## src/hdl/clock_control_consts.vh

```
// constants for the keep-alive system clock control register
`ifndef CLOCK_CONTROL_CONSTS_VH
`define CLOCK_CONTROL_CONSTS_VH

// ----------------------------------------------------------------------
// addresses and key value
// ----------------------------------------------------------------------
`define SCC_ADDR            32'h002FC280
`define SCC_KEY_ADDR        32'h002FC380
`define SCC_KEY_OPEN        32'h55CCAA33

// ----------------------------------------------------------------------
// field positions (bit 31 is the msb of the register)
// ----------------------------------------------------------------------
`define SCC_BACKUP_DIS      31
`define SCC_CLKOUT_HI       30
`define SCC_CLKOUT_LO       29
`define SCC_SWITCH_DIS      28
`define SCC_MULT_LOCK       27
`define SCC_LOWPWR_LOCK     26
`define SCC_TIMEBASE_SRC    25
`define SCC_RTC_DIV         24
`define SCC_TO_BACKUP       23
`define SCC_PERIPH_REQ      21
`define SCC_RTC_SRC         20
`define SCC_BACKUP_STAT     19
`define SCC_BUSDIV_HI       18
`define SCC_BUSDIV_LO       17
`define SCC_LIMP_EN         16
`define SCC_ENG_HI          13
`define SCC_ENG_LO          8

// ----------------------------------------------------------------------
// reset values and masks
// ----------------------------------------------------------------------
`define SCC_POR_VALUE       32'h80203F00
`define SCC_POR_VALUE_OLD   32'h80200100
`define SCC_WRITE_MASK      32'hFFB7FF77
`define SCC_HARD_MASK       32'h6C6600FF
`define SCC_HARD_VALUE      32'h00200000
`define SCC_CFG_MASK        32'h20060000
`define SCC_ENG_ONES        6'h3F
`define SCC_ENG_OLD         6'h01

// ----------------------------------------------------------------------
// timing counts
// ----------------------------------------------------------------------
`define SCC_SYNC_STAGES     2
`define SCC_POR_SETTLE      3'h3

`endif

```

## src/hdl/clock_control_reg_reset.v

```verilog
// keep-alive system clock control register with key, reset loading
`timescale 1ns/1ns
`include "clock_control_consts.vh"
module clock_control_reg_reset #(
    parameter       OLD_ENG_DEFAULT = 0,
    parameter [7:0] LIMP_DECODE     = 8'h0E
) (
    input  wire        core_clk,
    input  wire        rst_n,
    input  wire        hardResetPin,
    input  wire [2:0]  modeClkSelPins,
    input  wire [31:0] resetConfigWord,
    input  wire        backupClockActive,
    input  wire [31:0] busAddr,
    input  wire [31:0] busWrData,
    input  wire        busWrite,
    input  wire        busRead,
    output reg  [31:0] busRdData,
    output reg  [31:0] systemClockControl,
    output reg         keyOpen,
    output reg         porLoadDone
);

    // ------------------------------------------------------------------
    // power-on constant, chosen by silicon revision
    // ------------------------------------------------------------------
    localparam [31:0] POR_CONST = (OLD_ENG_DEFAULT != 0) ?
                                  `SCC_POR_VALUE_OLD : `SCC_POR_VALUE;

    // power-on settle sequencer states
    localparam [1:0] ST_SETTLE = 2'b00;
    localparam [1:0] ST_LOAD   = 2'b01;
    localparam [1:0] ST_RUN    = 2'b10;

    // ------------------------------------------------------------------
    // declarations
    // ------------------------------------------------------------------
    wire [36:0] syncIn;
    wire [36:0] syncOut;
    wire [2:0]  modeSync;
    wire [31:0] cfgSync;
    wire        hardReset;
    wire        backupSync;
    wire        hitReg;
    wire        hitKey;
    wire        regWrite;
    wire        keyWrite;
    wire        keyRead;
    wire        limpDecoded;
    wire [31:0] readWord;

    reg  [1:0]  porState;
    reg  [1:0]  next_porState;
    reg  [2:0]  settleCount;
    reg  [31:0] next_control;
    reg  [31:0] writeValue;
    reg  [31:0] porValue;
    reg         next_keyOpen;

    // ------------------------------------------------------------------
    // synchronize all pins before any logic looks at them
    // ------------------------------------------------------------------
    assign syncIn = {hardResetPin, backupClockActive, modeClkSelPins, resetConfigWord};

    pin_synchronizer #(
        .WIDTH (37)
    ) uSync (
        .core_clk (core_clk),
        .rst_n    (rst_n),
        .asyncIn  (syncIn),
        .syncOut  (syncOut)
    );

    // split synchronized bundle
    assign hardReset = syncOut[36];
    assign backupSync = syncOut[35];
    assign modeSync  = syncOut[34:32];
    assign cfgSync   = syncOut[31:0];

    // ------------------------------------------------------------------
    // bus decode
    // ------------------------------------------------------------------
    assign hitReg   = (busAddr == `SCC_ADDR);
    assign hitKey   = (busAddr == `SCC_KEY_ADDR);
    assign regWrite = busWrite & hitReg & keyOpen & !hardReset &
                      (porState == ST_RUN);
    assign keyWrite = busWrite & hitKey;
    assign keyRead  = busRead & hitKey;

    // limp mode decode, one table bit per pin combination
    assign limpDecoded = LIMP_DECODE[modeSync];

    // ------------------------------------------------------------------
    // power-on settle: wait for the synchronizers to fill, then load
    // ------------------------------------------------------------------
    always @* begin
        next_porState = porState;
        case (porState)
            ST_SETTLE: begin
                if (settleCount == `SCC_POR_SETTLE) begin
                    next_porState = ST_LOAD;
                end
            end
            ST_LOAD: begin
                next_porState = ST_RUN;
            end
            ST_RUN: begin
                next_porState = ST_RUN;
            end
            default: begin
                next_porState = ST_SETTLE;
            end
        endcase
    end

    // settle counter and state register
    always @(posedge core_clk or negedge rst_n) begin
        if (!rst_n) begin
            porState    <= ST_SETTLE;
            settleCount <= 3'h0;
            porLoadDone <= 1'b0;
        end else begin
            porState <= next_porState;
            if (porState == ST_SETTLE) begin
                settleCount <= settleCount + 3'h1;
            end
            if (porState == ST_LOAD) begin
                porLoadDone <= 1'b1;
            end
        end
    end

    // ------------------------------------------------------------------
    // power-on load value: constants plus pin-derived fields
    // ------------------------------------------------------------------
    always @* begin
        porValue = POR_CONST;
        porValue[`SCC_RTC_DIV]  = |modeSync;
        porValue[`SCC_RTC_SRC]  = modeSync[2];
        porValue[`SCC_LIMP_EN]  = limpDecoded;
        porValue[`SCC_CLKOUT_LO] = cfgSync[`SCC_CLKOUT_LO];
        porValue[`SCC_BUSDIV_HI:`SCC_BUSDIV_LO] = cfgSync[`SCC_BUSDIV_HI:`SCC_BUSDIV_LO];
    end

    // ------------------------------------------------------------------
    // software write value with write-once and conditional bits
    // ------------------------------------------------------------------
    always @* begin
        writeValue = (busWrData & `SCC_WRITE_MASK) |
                     (systemClockControl & ~`SCC_WRITE_MASK);
        // lock bits stay set once written, until power-on or hard reset
        if (systemClockControl[`SCC_MULT_LOCK]) begin
            writeValue[`SCC_MULT_LOCK] = 1'b1;
        end
        if (systemClockControl[`SCC_LOWPWR_LOCK]) begin
            writeValue[`SCC_LOWPWR_LOCK] = 1'b1;
        end
        // switch to backup clock is ignored without limp mode
        if (!systemClockControl[`SCC_LIMP_EN]) begin
            writeValue[`SCC_TO_BACKUP] = 1'b0;
        end
        writeValue[`SCC_BACKUP_STAT] = 1'b0;
    end

    // ------------------------------------------------------------------
    // next register value: power-on load, hard reset, software write
    // ------------------------------------------------------------------
    always @* begin
        next_control = systemClockControl;
        if (porState == ST_LOAD) begin
            next_control = porValue;
        end else if (hardReset) begin
            // only the affected fields change; the rest persist
            next_control = (systemClockControl & ~`SCC_HARD_MASK) |
                           `SCC_HARD_VALUE;
            next_control = (next_control & ~`SCC_CFG_MASK) |
                           (cfgSync & `SCC_CFG_MASK);
        end else if (regWrite) begin
            next_control = writeValue;
        end
    end

    // the single keep-alive control register
    always @(posedge core_clk or negedge rst_n) begin
        if (!rst_n) begin
            systemClockControl <= POR_CONST;
        end else begin
            systemClockControl <= next_control;
        end
    end

    // ------------------------------------------------------------------
    // key: exact value opens, anything else locks
    // ------------------------------------------------------------------
    always @* begin
        next_keyOpen = keyOpen;
        if (keyWrite) begin
            next_keyOpen = (busWrData == `SCC_KEY_OPEN);
        end else if (keyRead) begin
            next_keyOpen = 1'b0; // reading the key counts as a lock
        end
    end

    // key state, open after power-on, untouched by hard reset
    always @(posedge core_clk or negedge rst_n) begin
        if (!rst_n) begin
            keyOpen <= 1'b1;
        end else begin
            keyOpen <= next_keyOpen;
        end
    end

    // ------------------------------------------------------------------
    // read data, one cycle after the read strobe
    // ------------------------------------------------------------------
    assign readWord = {systemClockControl[31:20], backupSync, systemClockControl[18:0]};

    // registered read port; key and unmapped addresses read zero
    always @(posedge core_clk or negedge rst_n) begin
        if (!rst_n) begin
            busRdData <= 32'h00000000;
        end else if (busRead && hitReg) begin
            busRdData <= readWord;
        end else begin
            busRdData <= 32'h00000000;
        end
    end

endmodule

```

## src/hdl/pin_synchronizer.v

```verilog
// two-stage synchronizer for a group of asynchronous inputs
`timescale 1ns/1ns
module pin_synchronizer #(
    parameter WIDTH = 1
) (
    input  wire             core_clk,
    input  wire             rst_n,
    input  wire [WIDTH-1:0] asyncIn,
    output wire [WIDTH-1:0] syncOut
);

    // ------------------------------------------------------------------
    // one pair of flops per bit
    // ------------------------------------------------------------------
    genvar i;
    generate
        for (i = 0; i < WIDTH; i = i + 1) begin : gSync
            reg stageA;
            reg stageB;
            // first flop feeds only the second
            always @(posedge core_clk or negedge rst_n) begin
                if (!rst_n) begin
                    stageA <= 1'b0;
                    stageB <= 1'b0;
                end else begin
                    stageA <= asyncIn[i];
                    stageB <= stageA;
                end
            end
            assign syncOut[i] = stageB;
        end
    endgenerate

endmodule

```

## config.mk

```make
export PLATFORM = sky130hd
export DESIGN_NAME = clock_control_reg_reset
export DESIGN_NICKNAME = d
export VERILOG_FILES = /design/src/hdl/clock_control_reg_reset.v /design/src/hdl/pin_synchronizer.v
export VERILOG_INCLUDE_DIRS = /design/src /design/src/hdl
export SDC_FILE = /design/constraint.sdc
export NUM_CORES = 1
export LEC_CHECK = 0
export BUFFER_PORTS_ARGS = -buffer_cell sky130_fd_sc_hd__buf_2
export CORE_UTILIZATION = 45
export DETAILED_ROUTE_END_ITERATION = 10
export PLACE_DENSITY = 0.83
export SYNTH_ARGS = -nofsm -noshare
export SYNTH_HDL_FRONTEND = slang
export SYNTH_SLANG_ARGS = --single-unit
```

## constraint.sdc

```tcl
create_clock -name core_clk -period 2 [get_ports core_clk]
set_input_delay 0.4 -clock core_clk [delete_from_list [all_inputs] [get_ports core_clk]]
set_output_delay 0.4 -clock core_clk [all_outputs]
set_load 0.02 [all_outputs]
```

Word level (Yosys, flattened, before mapping)
Memory sizes are Yosys's and may differ from the RTL's.
Cells that the tools add are included.
Widths: inputs -> output; s select.

operators by class
  equal/unequal tests = 7
  add/sub/neg operators = 1
  muxes and demuxes = 12
  magnitude comparators = 1
  bitwise operators = 8
  reductions and logical operators = 7

operators with widths
  cell                  count
  $mux 32               4
  $eq 32x22->1 const B  2
  $eq 32x31->1 const B  1
  $or 32x23->32         1
  $or 32x30->32         1
  $and 1x1->1           6
  $mux 1                6
  $lt 3x4->1 const B    1
  $pmux 2 s2            1
  $add 3x1->3 const B   1
  $eq 3x2->1 const B    1
  $reduce_bool 3->1     1
  $reduce_or 3->1       1
  $eq 2x1->1 const B    1
  $eq 2x2->1 const B    1
  $logic_not 2->1       1
  $mux 2                1
  $ne 2x2->1 const B    1
  $reduce_bool 2->1     1
  $reduce_or 2->1       1
  $logic_and 1x1->1     1
  $logic_not 1->1       1

word-level totals
  memories kept = 1
  register bits = 87
  memory bits (read-only) = 8
  output and inout bits = 66

memories
  name              words  bits a word  read ports  clocked after memory_dff  wr ports  RTL line                      source
  (name not given)  8      1            1           0                         0         clock_control_reg_reset.v:91  assign limpDecoded = LIMP_DECODE[modeSync];

Depth between registers and ports, before layout
Gate-level depths: netlist (run 1).

  depth in word-level cells = 8
  depth in mapped cells = 8

Modules after synthesis
From an unflattened synthesis (run 1), not the netlist that was laid out.

unflattened totals
  cells, all modules = 360
  area, all modules = 5006.1 um^2

by module, submodules not included
  module                   sequential area each (um^2)  cells each  instances  area each (um^2)
  clock_control_reg_reset  1637.8                       249         1          2876.5
  pin_synchronizer         1851.8                       111         1          2129.5

Worst setup path after synthesis (run 1)
No wires, ideal clock.

  path kind = input-to-reg
  start = input port busAddr[11]
  end = register systemClockControl[0]
  arrival time = 1625 ps
  stages on the path = 7
  setup time = 132 ps
  path buffers = 2
  setup slack = 243 ps
  cell sequence = nor4bb_1 > nand4_1 > nor3_4 > buf_6 > buf_8 > mux2i_1 > nor2_1

on the way
  longest elaborated chain between the ends = 6

ends and longest elaborated chain
  item                         RTL line                       source
  start, declared              clock_control_reg_reset.v:14   input wire [31:0] busAddr,
  $eq 32x22->1 (no line)       -
  $and 1x1->1 (4 in series)    clock_control_reg_reset.v:85   assign regWrite = busWrite & hitReg & keyOpen & !hardReset &
  $reduce_bool 3->1 (no line)  -
  end signal, assigned         clock_control_reg_reset.v:188  systemClockControl <= next_control;
  end, declared                clock_control_reg_reset.v:19   output reg [31:0] systemClockControl,

No other way between the ends.
A chain may end at the register's enable or synchronous reset.

Final worst setup path (run 1)
  start = register porState[0]
  end = register systemClockControl[5]

on the way
  longest elaborated chain between the ends = 3
  elaborated cells on any way between the ends = 5
  those cells by class = eq/ne: 2; mux: 1; bitwise: 1; reduce/logical: 1

ends and longest elaborated chain
  item                         RTL line                       source
  start, declared              clock_control_reg_reset.v:52   reg [1:0] porState;
  start signal, assigned       clock_control_reg_reset.v:123  porState <= next_porState;
  $eq 2x2->1                   clock_control_reg_reset.v:86   (porState == ST_RUN);
  $and 1x1->1                  clock_control_reg_reset.v:85
  $reduce_bool 3->1 (no line)  -

Parallel ways exist; a longest one is shown, timed or not.

==> metrics.cfg, run 1 <==
[outcome]
status = finished, final reports clean

[critical_path]
worst_setup_path_end_kind = flip-flop
path_class = reg -> reg
setup.worst_path.start = porState[0]
reg2reg_depth = 8
crit_end = systemClockControl[5]
r2r-start = porState[0]
cp_max_fo = 14
regToRegSetupSlack_ns = 0.25
worstReg2RegEnd = systemClockControl[5]
critPathRequiredTime_ns = 2.22
cp-start-kind = flip-flop
arrival_ns = 1.98

[clock_tree]
cts_tree = done
clk_pin_slew_ns = 0.08
cts-resized-gates = 0
clk_latency_ns = 0.35
cts_root_buffer = clkbuf_8
cts-buffers-inserted = 9
cts_sinks = 81
cts_buffer_depth = 2
htree_levels = 3
post_cts_buffers = 0

[route]
drtIter0Drc = 152
wl_per_cell_um = 14.0
drt_pass1_iterations = 4
post-route-drc-count = 0
vias = 2395
ant_nets = 0
via_per_inst = 4.81
routed_wl_mm = 6.99

[layout]
area_growth_pct = 32.3
n_antenna_cell = 0
final_util_pct = 62.2
drive_above_1_share_pct = 44.0
num-fill-cells = 558
nets = 508
design_area_sq_um = 4250

[timing]
fin_worst_hold_slack_ns = 0.150
skew_ns = 0.0104
fmax_mhz = 570
maxSlewViolCount = 0
fin_tns_setup_ns = 0
fin_crit_ns = 1.75
finalCritPeriodShare_pct = 87.7
setup_viol = 0
hold_viol = 0
rsz0062_at_grt = no

[floorplanning]
start_util_pct = 47.1
core_area_sq_um = 6830
die_x_um = 86.5
dieHeight_um = 86.5
num_rows = 30
ios = 171
die_area_sq_um = 7480

[synthesis]
synth-edff-count = 0
synth_top_cell_by_area = dfrtp_1
synthTopCellsByCount = dfrtp_1 (72), and2_1 (29), nor2_1 (15)
synth-main-ff-cell = dfrtp_1
synth_seq_area_share_pct = 63.4
syn_inst = 251
synth.ff_latch_count = 81
yosysWarnings = 0
syn_avg_cell_area_sq_um = 12.8
synth_cell_types = 42
yosysMostFrequentCell = dfrtp_1
async_flop_share_pct = 100
syn_area_sq_um = 3210
synth_area_leaders = dfrtp_1 (56%), dfstp_2 (7.4%), and2_1 (5.6%)
synth_top_area_share_pct = 56.1

[global_routing]
overflow = 0
antenna_found_initial = 0
grt_pass1_wl_mm = 11.2
grt_usage_pct = 19.9
grt_max_degree = 34
grt_pass1_vias = 2397

[placement]
gp_congestion = 0.757
port_buffers = 137
dpl.hpwl_mm = 5.12
dpl_cell_area_sq_um = 4050

[power]
power_leakage_nw = 2.20
peakVddDrop_mv = 0.394
p_per_area_nw_per_um2 = 709
power_mw = 3.02

[flow_run]
maxCapViolations = 0

[min_path]
worstHoldPathType = in -> reg

[per-stage QoR]
stage,instances,worst slack (ns)
5_1_grt,498,0.118
4_1_cts,498,0.256
2_1_floorplan,255,0.243
3_3_place_gp,481,0.0496
6_report,498,0.246
3_5_place_dp,481,-0.0509
[what timing repair did]
item | in CTS | in global routing
endpoints found under the setup margin | 0 | 0
hold buffers | 1 | 0
hold endpoints to repair | 19 | 0
[how the worst min path moves through the flow]
| stage | startpoint | end | slack, ns | cells past startpoint |
|---|---|---|---|---|
| 6_report | resetConfigWord[17] | uSync.gSync[17].stageA | 0.15 | 1 |
| 5_1_grt | resetConfigWord[18] | uSync.gSync[18].stageA | 0.13 | 1 |
| 4_1_cts | resetConfigWord[17] | uSync.gSync[17].stageA | 0.14 | 1 |
| 3_5_place_dp | rst_n | busRdData[0] | 0.32 | 1 |
| 3_3_place_gp | rst_n | busRdData[0] | 0.31 | 1 |
| 2_1_floorplan | rst_n | busRdData[0] | 0.10 | 0 |
[sequential cells by signal, indices dropped and copies added (netlist names)]
| register | count |
|---|---|
| busRdData | 30 |
| systemClockControl | 28 |
| uSync.gSync.stageA | 8 |
| uSync.gSync.stageB | 8 |
| settleCount | 3 |
| porState | 2 |
| keyOpen | 1 |
| porLoadDone | 1 |
[per-layer routing]
layer  track usage [%]  vias up  share of wire (%)
met5                 0        -                  0
met3              5.14       11                6.2
met4              8.03        0                1.5
li1                  -     1141                  -
met2              33.4       92                 50
met1              24.5     1151                 43
[cells in the final DEF (no fill, tap or decap), types with 6 or more instances in the layout]
cell type / netlist / routed
buf_2: 0 / 136
and2_1: 29 / 29
nand4_1: 6 / 6
nor4_1: 6 / 6
a211o_1: 7 / 7
buf_4: 8 / 6
dfrtp_1: 72 / 72
nor2_1: 15 / 15
dfstp_2: 9 / 9
a21oi_1: 7 / 7
nand2b_1: 6 / 6
mux2i_1: 12 / 12
o21ai_0: 7 / 7
nand2_1: 8 / 8
clkbuf_8: 0 / 9
ha_1: 6 / 6
nor2b_1: 8 / 8
[power breakdown]
group | internal (mW) | switching, mW
sequential | 1.66 | 0.0161
clock | 0.578 | 0.571
combinational | 0.0837 | 0.103
total | 2.32 | 0.691
[layout make-up]
cell class / instances / area [sq um] / share of cell area [%]
multi-input combinational: 152 / 1050 / 24.7
tap: 96 / 120 / 2.83
sequential: 81 / 2040 / 47.9
clock inverter: 5 / 56.3 / 1.32
inverter: 5 / 18.8 / 0.441
timing repair buffer: 148 / 836 / 19.7
clock buffer: 11 / 131 / 3.09
[critical path: stages, from the launching register on]
cell and delay, ns:
dfrtp_1 0.39, inv_1 0.14, ha_1 0.18, nand4_1 0.14, nor3_4 0.18, buf_12 0.18
buf_4 0.17, mux2i_1 0.20, nor2_1 0.06
[cells by family (layout without fill, tap and decap cells)]
group,Yosys count,count (layout),synth area share [%]
simple gates,100,100,19.8
flops,81,81,63.4
compound gates,27,27,5.64
buf+inv,22,169,4.36
mux,13,13,4.09
fa+ha+maj,6,6,2.34
other cells,1,5,0.117
xor+xnor,1,1,0.273
No activity file was read; power rests on OpenSTA's default activity.
==> inputs of run 2 (changes only) <==
--- a/config.mk
+++ b/config.mk
@@ -7,9 +7,11 @@
 export NUM_CORES = 1
 export LEC_CHECK = 0
 export BUFFER_PORTS_ARGS = -buffer_cell sky130_fd_sc_hd__buf_2
-export CORE_UTILIZATION = 45
+export CORE_UTILIZATION = 51
+export CTS_CLUSTER_DIAMETER = 40
 export DETAILED_ROUTE_END_ITERATION = 10
-export PLACE_DENSITY = 0.83
+export PLACE_DENSITY = 0.84
 export SYNTH_ARGS = -nofsm -noshare
 export SYNTH_HDL_FRONTEND = slang
+export SYNTH_HIERARCHICAL = 1
 export SYNTH_SLANG_ARGS = --single-unit
==> run 2 against run 1 <==
Non-clock buffer count up 11. Count of clock-buffer cells in the layout increased by 2. Cell area up 0.74%. First-iteration DRC count increased by 5.3%. Critical path depth down 1. Die area decreased by 8.2%. Clock power fell by 17%. Register-to-register slack got worse by 0.096 ns. Total power shrank 6.2%. Synthesized cell count up 8.8%. Cell count did not move. Highest routed layer unchanged.
==> metrics.cfg, run 2 <==
[power]
p_per_area_nw_per_um2 = 661  ; -6.9%
seq_power_share_pct = 59.3  ; +3.6 points
peakVddDrop_mv = 0.584  ; +48%
clock_power_share_pct = 33.6  ; -4.5 points
pwr-share-comb_pct = 7.1  ; +0.9 points
switchingPower_mw = 0.643  ; -6.8%
cellInternalPower_mw = 2.19  ; -6.0%
p_sw_share_pct = 22.7  ; -0.16 points
power_leakage_nw = 2.22  ; +1.1%

[critical_path]
r2r-start = porState[0]
cp-start-kind = input port
cp_max_fo = 11  ; -3
worstReg2RegEnd = systemClockControl[23]
regToRegSetupSlack_ns = 0.15  ; -0.10 ns
critPathRequiredTime_ns = 2.28  ; +0.06 ns
path_class = in -> reg
worst_setup_path_end_kind = flip-flop
arrival_ns = 2.16  ; +0.18 ns
reg2reg_depth = 6  ; -2

[timing]
rsz0062_at_grt = no
setup_viol = 0  ; unchanged
final.setup.worst_slack_ns = 0.114  ; -0.133 ns
maxSlewViolCount = 0  ; unchanged
fin_worst_hold_slack_ns = 0.00674  ; -0.144 ns
fin_tns_setup_ns = 0  ; unchanged
fmax_mhz = 530  ; -7.0%
hold_viol = 0  ; unchanged
skew_ns = 0.00643  ; -0.00396 ns
finalCritPeriodShare_pct = 94.3  ; +6.6 points
fin_crit_ns = 1.89  ; +0.133 ns

[route]
via_per_inst = 5.39  ; +12%
drt_pass1_iterations = 5  ; +1
routed_wl_mm = 7.82  ; +12%
vias = 2685  ; +12%
drtIter0Drc = 160  ; +5.3%
ant_nets = 0  ; unchanged
wl_per_cell_um = 15.7  ; +12%
post-route-drc-count = 0  ; unchanged

[placement]
port_buffers = 137  ; unchanged
dpl.hpwl_mm = 6.04  ; +18%
preCtsSetupSlack_ns = -0.228  ; -0.177 ns
gp_congestion = 0.891  ; +18%

[global_routing]
grt_pass1_wl_mm = 12.8  ; +14%
antenna_found_initial = 0  ; unchanged
grt_max_degree = 39  ; +15%
grt_pass1_vias = 2637  ; +10%
overflow = 0  ; unchanged
grt_usage_pct = 23.8  ; +4.0 points

[layout]
regMostFlops = busRdData
drive_above_1_share_pct = 44.7  ; +0.63 points
n_antenna_cell = 0  ; unchanged
area_growth_pct = 28.3
layout_common_cells = buf_2 (136), dfrtp_1 (72), and2_1 (29)
reg_top3 = busRdData x30, systemClockControl x28
nets = 529  ; +4.1%
largest_reg_flops = 30  ; unchanged
final_util_pct = 67.4  ; +5.2 points
final_common_cell = buf_2

[clock_tree]
cts_sinks = 81  ; unchanged
cts_tree = done
clk_latency_ns = 0.34  ; about the same
cts_buffer_depth = 2  ; unchanged
htree_levels = 3  ; unchanged
clk_pin_slew_ns = 0.07  ; about the same
cts_root_buffer = clkbuf_8
cts-resized-gates = 0  ; unchanged
post_cts_buffers = 0  ; unchanged
cts-buffers-inserted = 9  ; unchanged
hold_buffers = 0  ; -1

[floorplanning]
die_area_sq_um = 6870  ; -8.2%
start_util_pct = 52.6  ; +5.5 points
num_rows = 29  ; -3.3%
core_area_sq_um = 6350  ; -7.1%
dieHeight_um = 82.9  ; -4.2%
ios = 171  ; unchanged
die_x_um = 82.9  ; -4.2%

[flow_run]
maxCapViolations = 0  ; unchanged

[synthesis]
syn_area_sq_um = 3340  ; +3.8%
yosysWarnings = 6  ; +6
syn_inst = 273  ; +8.8%
syn_avg_cell_area_sq_um = 12.2  ; -4.6%

[min_path]
worstHoldPathType = in -> async

[outcome]
status = finished, final reports clean

run 2: per-layer routing:
layer / track usage (%) / vias up / share of wire [%]
li1: - / 1263 / -
met1: 30.6 / 1287 / 42
met2: 37.3 / 118 / 50
met3: 6.56 / 17 / 6.1
met4: 11.8 / 0 / 2.4
met5: 0 / - / 0
run 2: how the worst max path moves through the flow:
stage	slack, ns	depth (start not counted)	end	start
floorplan	0.02	5	systemClockControl[23]	busAddr[11]
global placement	-0.18	7	busRdData[24]	busAddr[11]
detailed placement	-0.23	6	systemClockControl[23]	busAddr[11]
CTS	0.03	7	systemClockControl[16]	porState[0]
finish	0.11	7	busRdData[0]	busAddr[11]
global route	0.03	7	systemClockControl[16]	porState[0]
run 2: power groups by stage:
stage	sequential, mW	clock (mW)	combinational, mW
after floorplan	1.72	0	0.0665
after global placement	1.71	0	0.194
after detailed placement	1.71	0	0.200
after CTS	1.68	0.969	0.200
after global routing	1.68	1.05	0.220
final	1.68	0.951	0.200
run 2: layout make-up:
class                      instances  area [sq um]
fill                             494          2070
inverter                           8          30.0
tap                               77          96.3
sequential                        81          2040
timing repair buffer             159           866
clock inverter                     1          5.00
multi-input combinational        159          1110
clock buffer                      13           139
run 2: worst max-delay path: stages:
cell	delay [ns]
buf_2	0.11
nor4_2	0.29
or4b_1	0.47
buf_4	0.20
nor4_4	0.32
buf_4	0.23
and2_1	0.14
run 2: metrics by stage:
step	power, mW	std cells	instance area [sq um]
2_1_floorplan	1.78	277	3350
3_3_place_gp	1.90	484	4130
3_5_place_dp	1.91	484	4130
4_1_cts	2.85	498	4280
5_1_grt	2.95	498	4280
6_report	2.83	498	4280
==> inputs of run 3 (changes only) <==
--- a/config.mk
+++ b/config.mk
@@ -10,7 +10,7 @@
 export CORE_UTILIZATION = 51
 export CTS_CLUSTER_DIAMETER = 40
 export DETAILED_ROUTE_END_ITERATION = 10
-export PLACE_DENSITY = 0.84
+export PLACE_DENSITY = 0.85
 export SYNTH_ARGS = -nofsm -noshare
 export SYNTH_HDL_FRONTEND = slang
 export SYNTH_HIERARCHICAL = 1
==> run 3 against run 2 <==
Count of clock-buffer cells in the layout is 1 higher. Critical path type is now reg -> reg. Clock skew grew 0.0016 ns. Highest routed layer unchanged. First-iteration DRC count is 3.8% higher. Critical endpoint is now systemClockControl[23]. Register-to-register slack lost 0.03 ns.
==> metrics.cfg, run 3 (same netlist as run 2, synthesis figures left out) <==
[outcome]
status = finished, final reports clean

[route]
routed_wl_mm = 7.86  ; +0.54%
ant_nets = 0  ; unchanged
drtIter0Drc = 166  ; +3.8%
wl_per_cell_um = 15.8  ; +0.74%
vias = 2676  ; -0.34%
post-route-drc-count = 0  ; unchanged
drt_pass1_iterations = 4  ; -1
via_per_inst = 5.38  ; -0.13%

[floorplanning]
die_x_um = 82.9  ; unchanged
num_rows = 29  ; unchanged
dieHeight_um = 82.9  ; unchanged
start_util_pct = 52.6  ; unchanged
die_area_sq_um = 6870  ; unchanged
core_area_sq_um = 6350  ; unchanged
ios = 171  ; unchanged

[power]
p_per_area_nw_per_um2 = 730  ; +11%
power_mw = 3.20  ; +13%
power_leakage_nw = 2.26  ; +1.5%
peakVddDrop_mv = 0.503  ; -14%

[clock_tree]
cts_tree = done
cts-buffers-inserted = 9  ; unchanged
hold_buffers = 0  ; unchanged
clk_pin_slew_ns = 0.08  ; about the same
post_cts_buffers = 0  ; unchanged
cts_buffer_depth = 2  ; unchanged
cts-resized-gates = 1  ; +1
cts_sinks = 81  ; unchanged
clk_latency_ns = 0.35  ; about the same
htree_levels = 3  ; unchanged
cts_root_buffer = clkbuf_8

[placement]
dpl_cell_area_sq_um = 4140  ; about the same
port_buffers = 137  ; unchanged
gp_congestion = 0.860  ; -3.4%
dpl.hpwl_mm = 5.90  ; -2.3%

[layout]
layout_common_cells = buf_2 (136), dfrtp_1 (72), and2_1 (29)
area_growth_pct = 31.2
drive_above_1_share_pct = 44.8  ; +0.11 points
largest_reg_flops = 30  ; unchanged
reg_top3 = busRdData x30, systemClockControl x28
final_common_cell = buf_2
regMostFlops = busRdData
design_area_sq_um = 4380  ; +2.2%
nets = 526  ; -0.57%
n_antenna_cell = 0  ; unchanged

[global_routing]
antenna_found_initial = 0  ; unchanged
overflow = 0  ; unchanged
grt_pass1_vias = 2560  ; -2.9%
grt_usage_pct = 23.4  ; -0.36 points
grt_pass1_wl_mm = 12.5  ; -2.3%
grt_max_degree = 45  ; +15%

[critical_path]
reg2reg_depth = 6  ; unchanged
path_class = reg -> reg
cp-start-kind = flip-flop
arrival_ns = 2.15  ; about the same
worst_setup_path_end_kind = flip-flop
path_cells = inv_1 > ha_1 > nand3_1 > or3_1 > or4_1 > a21oi_1
critPathRequiredTime_ns = 2.27  ; about the same
slowest_delay_ns = 0.48  ; about the same
cp_slowest_cell = or4_1
cp_max_fo = 4  ; -7

[min_path]
worstHoldPathType = in -> async

[timing]
fin_tns_setup_ns = 0  ; unchanged
fin_crit_ns = 1.88  ; -0.00600 ns
fmax_mhz = 532  ; +0.32%
setup_viol = 0  ; unchanged
rsz0062_at_grt = no
skew_ns = 0.00801  ; +0.00158 ns
hold_viol = 0  ; unchanged
maxSlewViolCount = 0  ; unchanged
finalCritPeriodShare_pct = 94.0  ; -0.30 points

[flow_run]
maxCapViolations = 0  ; unchanged

[run 3: changes by cell type in the layout (fill, tap and decap cells not counted), sizes merged]
cell and delta:
bufinv +2, clkbuf +1, clkinv -1, buf -3
[run 3: power by group]
group / internal [mW] / switching [mW]
combinational: 0.0852 / 0.116
sequential: 1.66 / 0.0154
clock: 0.774 / 0.544
[run 3: path summary, 6_finish.rpt]
check / from / endpoint / slack (ns)
worst max-delay path: porState[0] / systemClockControl[23] / 0.12
worst min-delay path: rst_n / busRdData[4] / 0.004
worst max register to register: porState[0] / systemClockControl[23] / 0.12
worst min register to register: uSync/gSync[29].stageA / uSync/gSync[29].stageB / 0.35
max in group asynchronous: rst_n / keyOpen / 1.35
min in group core_clk: backupClockActive / uSync/gSync[35].stageA / 0.15
[run 3: metal layers]
metal | up-vias | global-route usage [%] | share of wire (%)
met5 | - | 0 | 0
met4 | 0 | 12.9 | 3.2
met3 | 22 | 5.47 | 5.6
met2 | 105 | 38.0 | 51
met1 | 1287 | 29.1 | 40
li1 | 1262 | - | -
[run 3: per-stage QoR]
step / worst slack, ns / util (%) / cells / hold slack [ns]
finish: 0.120 / 68.9 / 497 / 0.00406
global route: 0.0244 / 68.9 / 497 / 0.0343
CTS: 0.0495 / 68.7 / 497 / 0.0119
detailed placement: -0.262 / 65.1 / 481 / 0.335
global placement: -0.164 / 65.1 / 481 / 0.334
floorplan: 0.0195 / - / 277 / 0.104
[run 3: critical path: cells and delay by family (launching register included)]
kind                     cells  cell delay (ns)
buffers and inverters        1             0.14
adder cells (fa/ha/maj)      1             0.18
flip-flops                   1             0.39
AND/OR/NAND/NOR              3             0.97
AO/OA/AOI/OAI                1             0.14
[run 3: area by class of cell]
cell class              count  area (sq um)
clock buffers              14           163
well taps                  77          96.3
clock inverters             2          60.1
inverters                   8          30.0
fillers                   458          1970
multi-input cells         159          1120
flip-flops and latches     81          2040
repair buffers            156           868
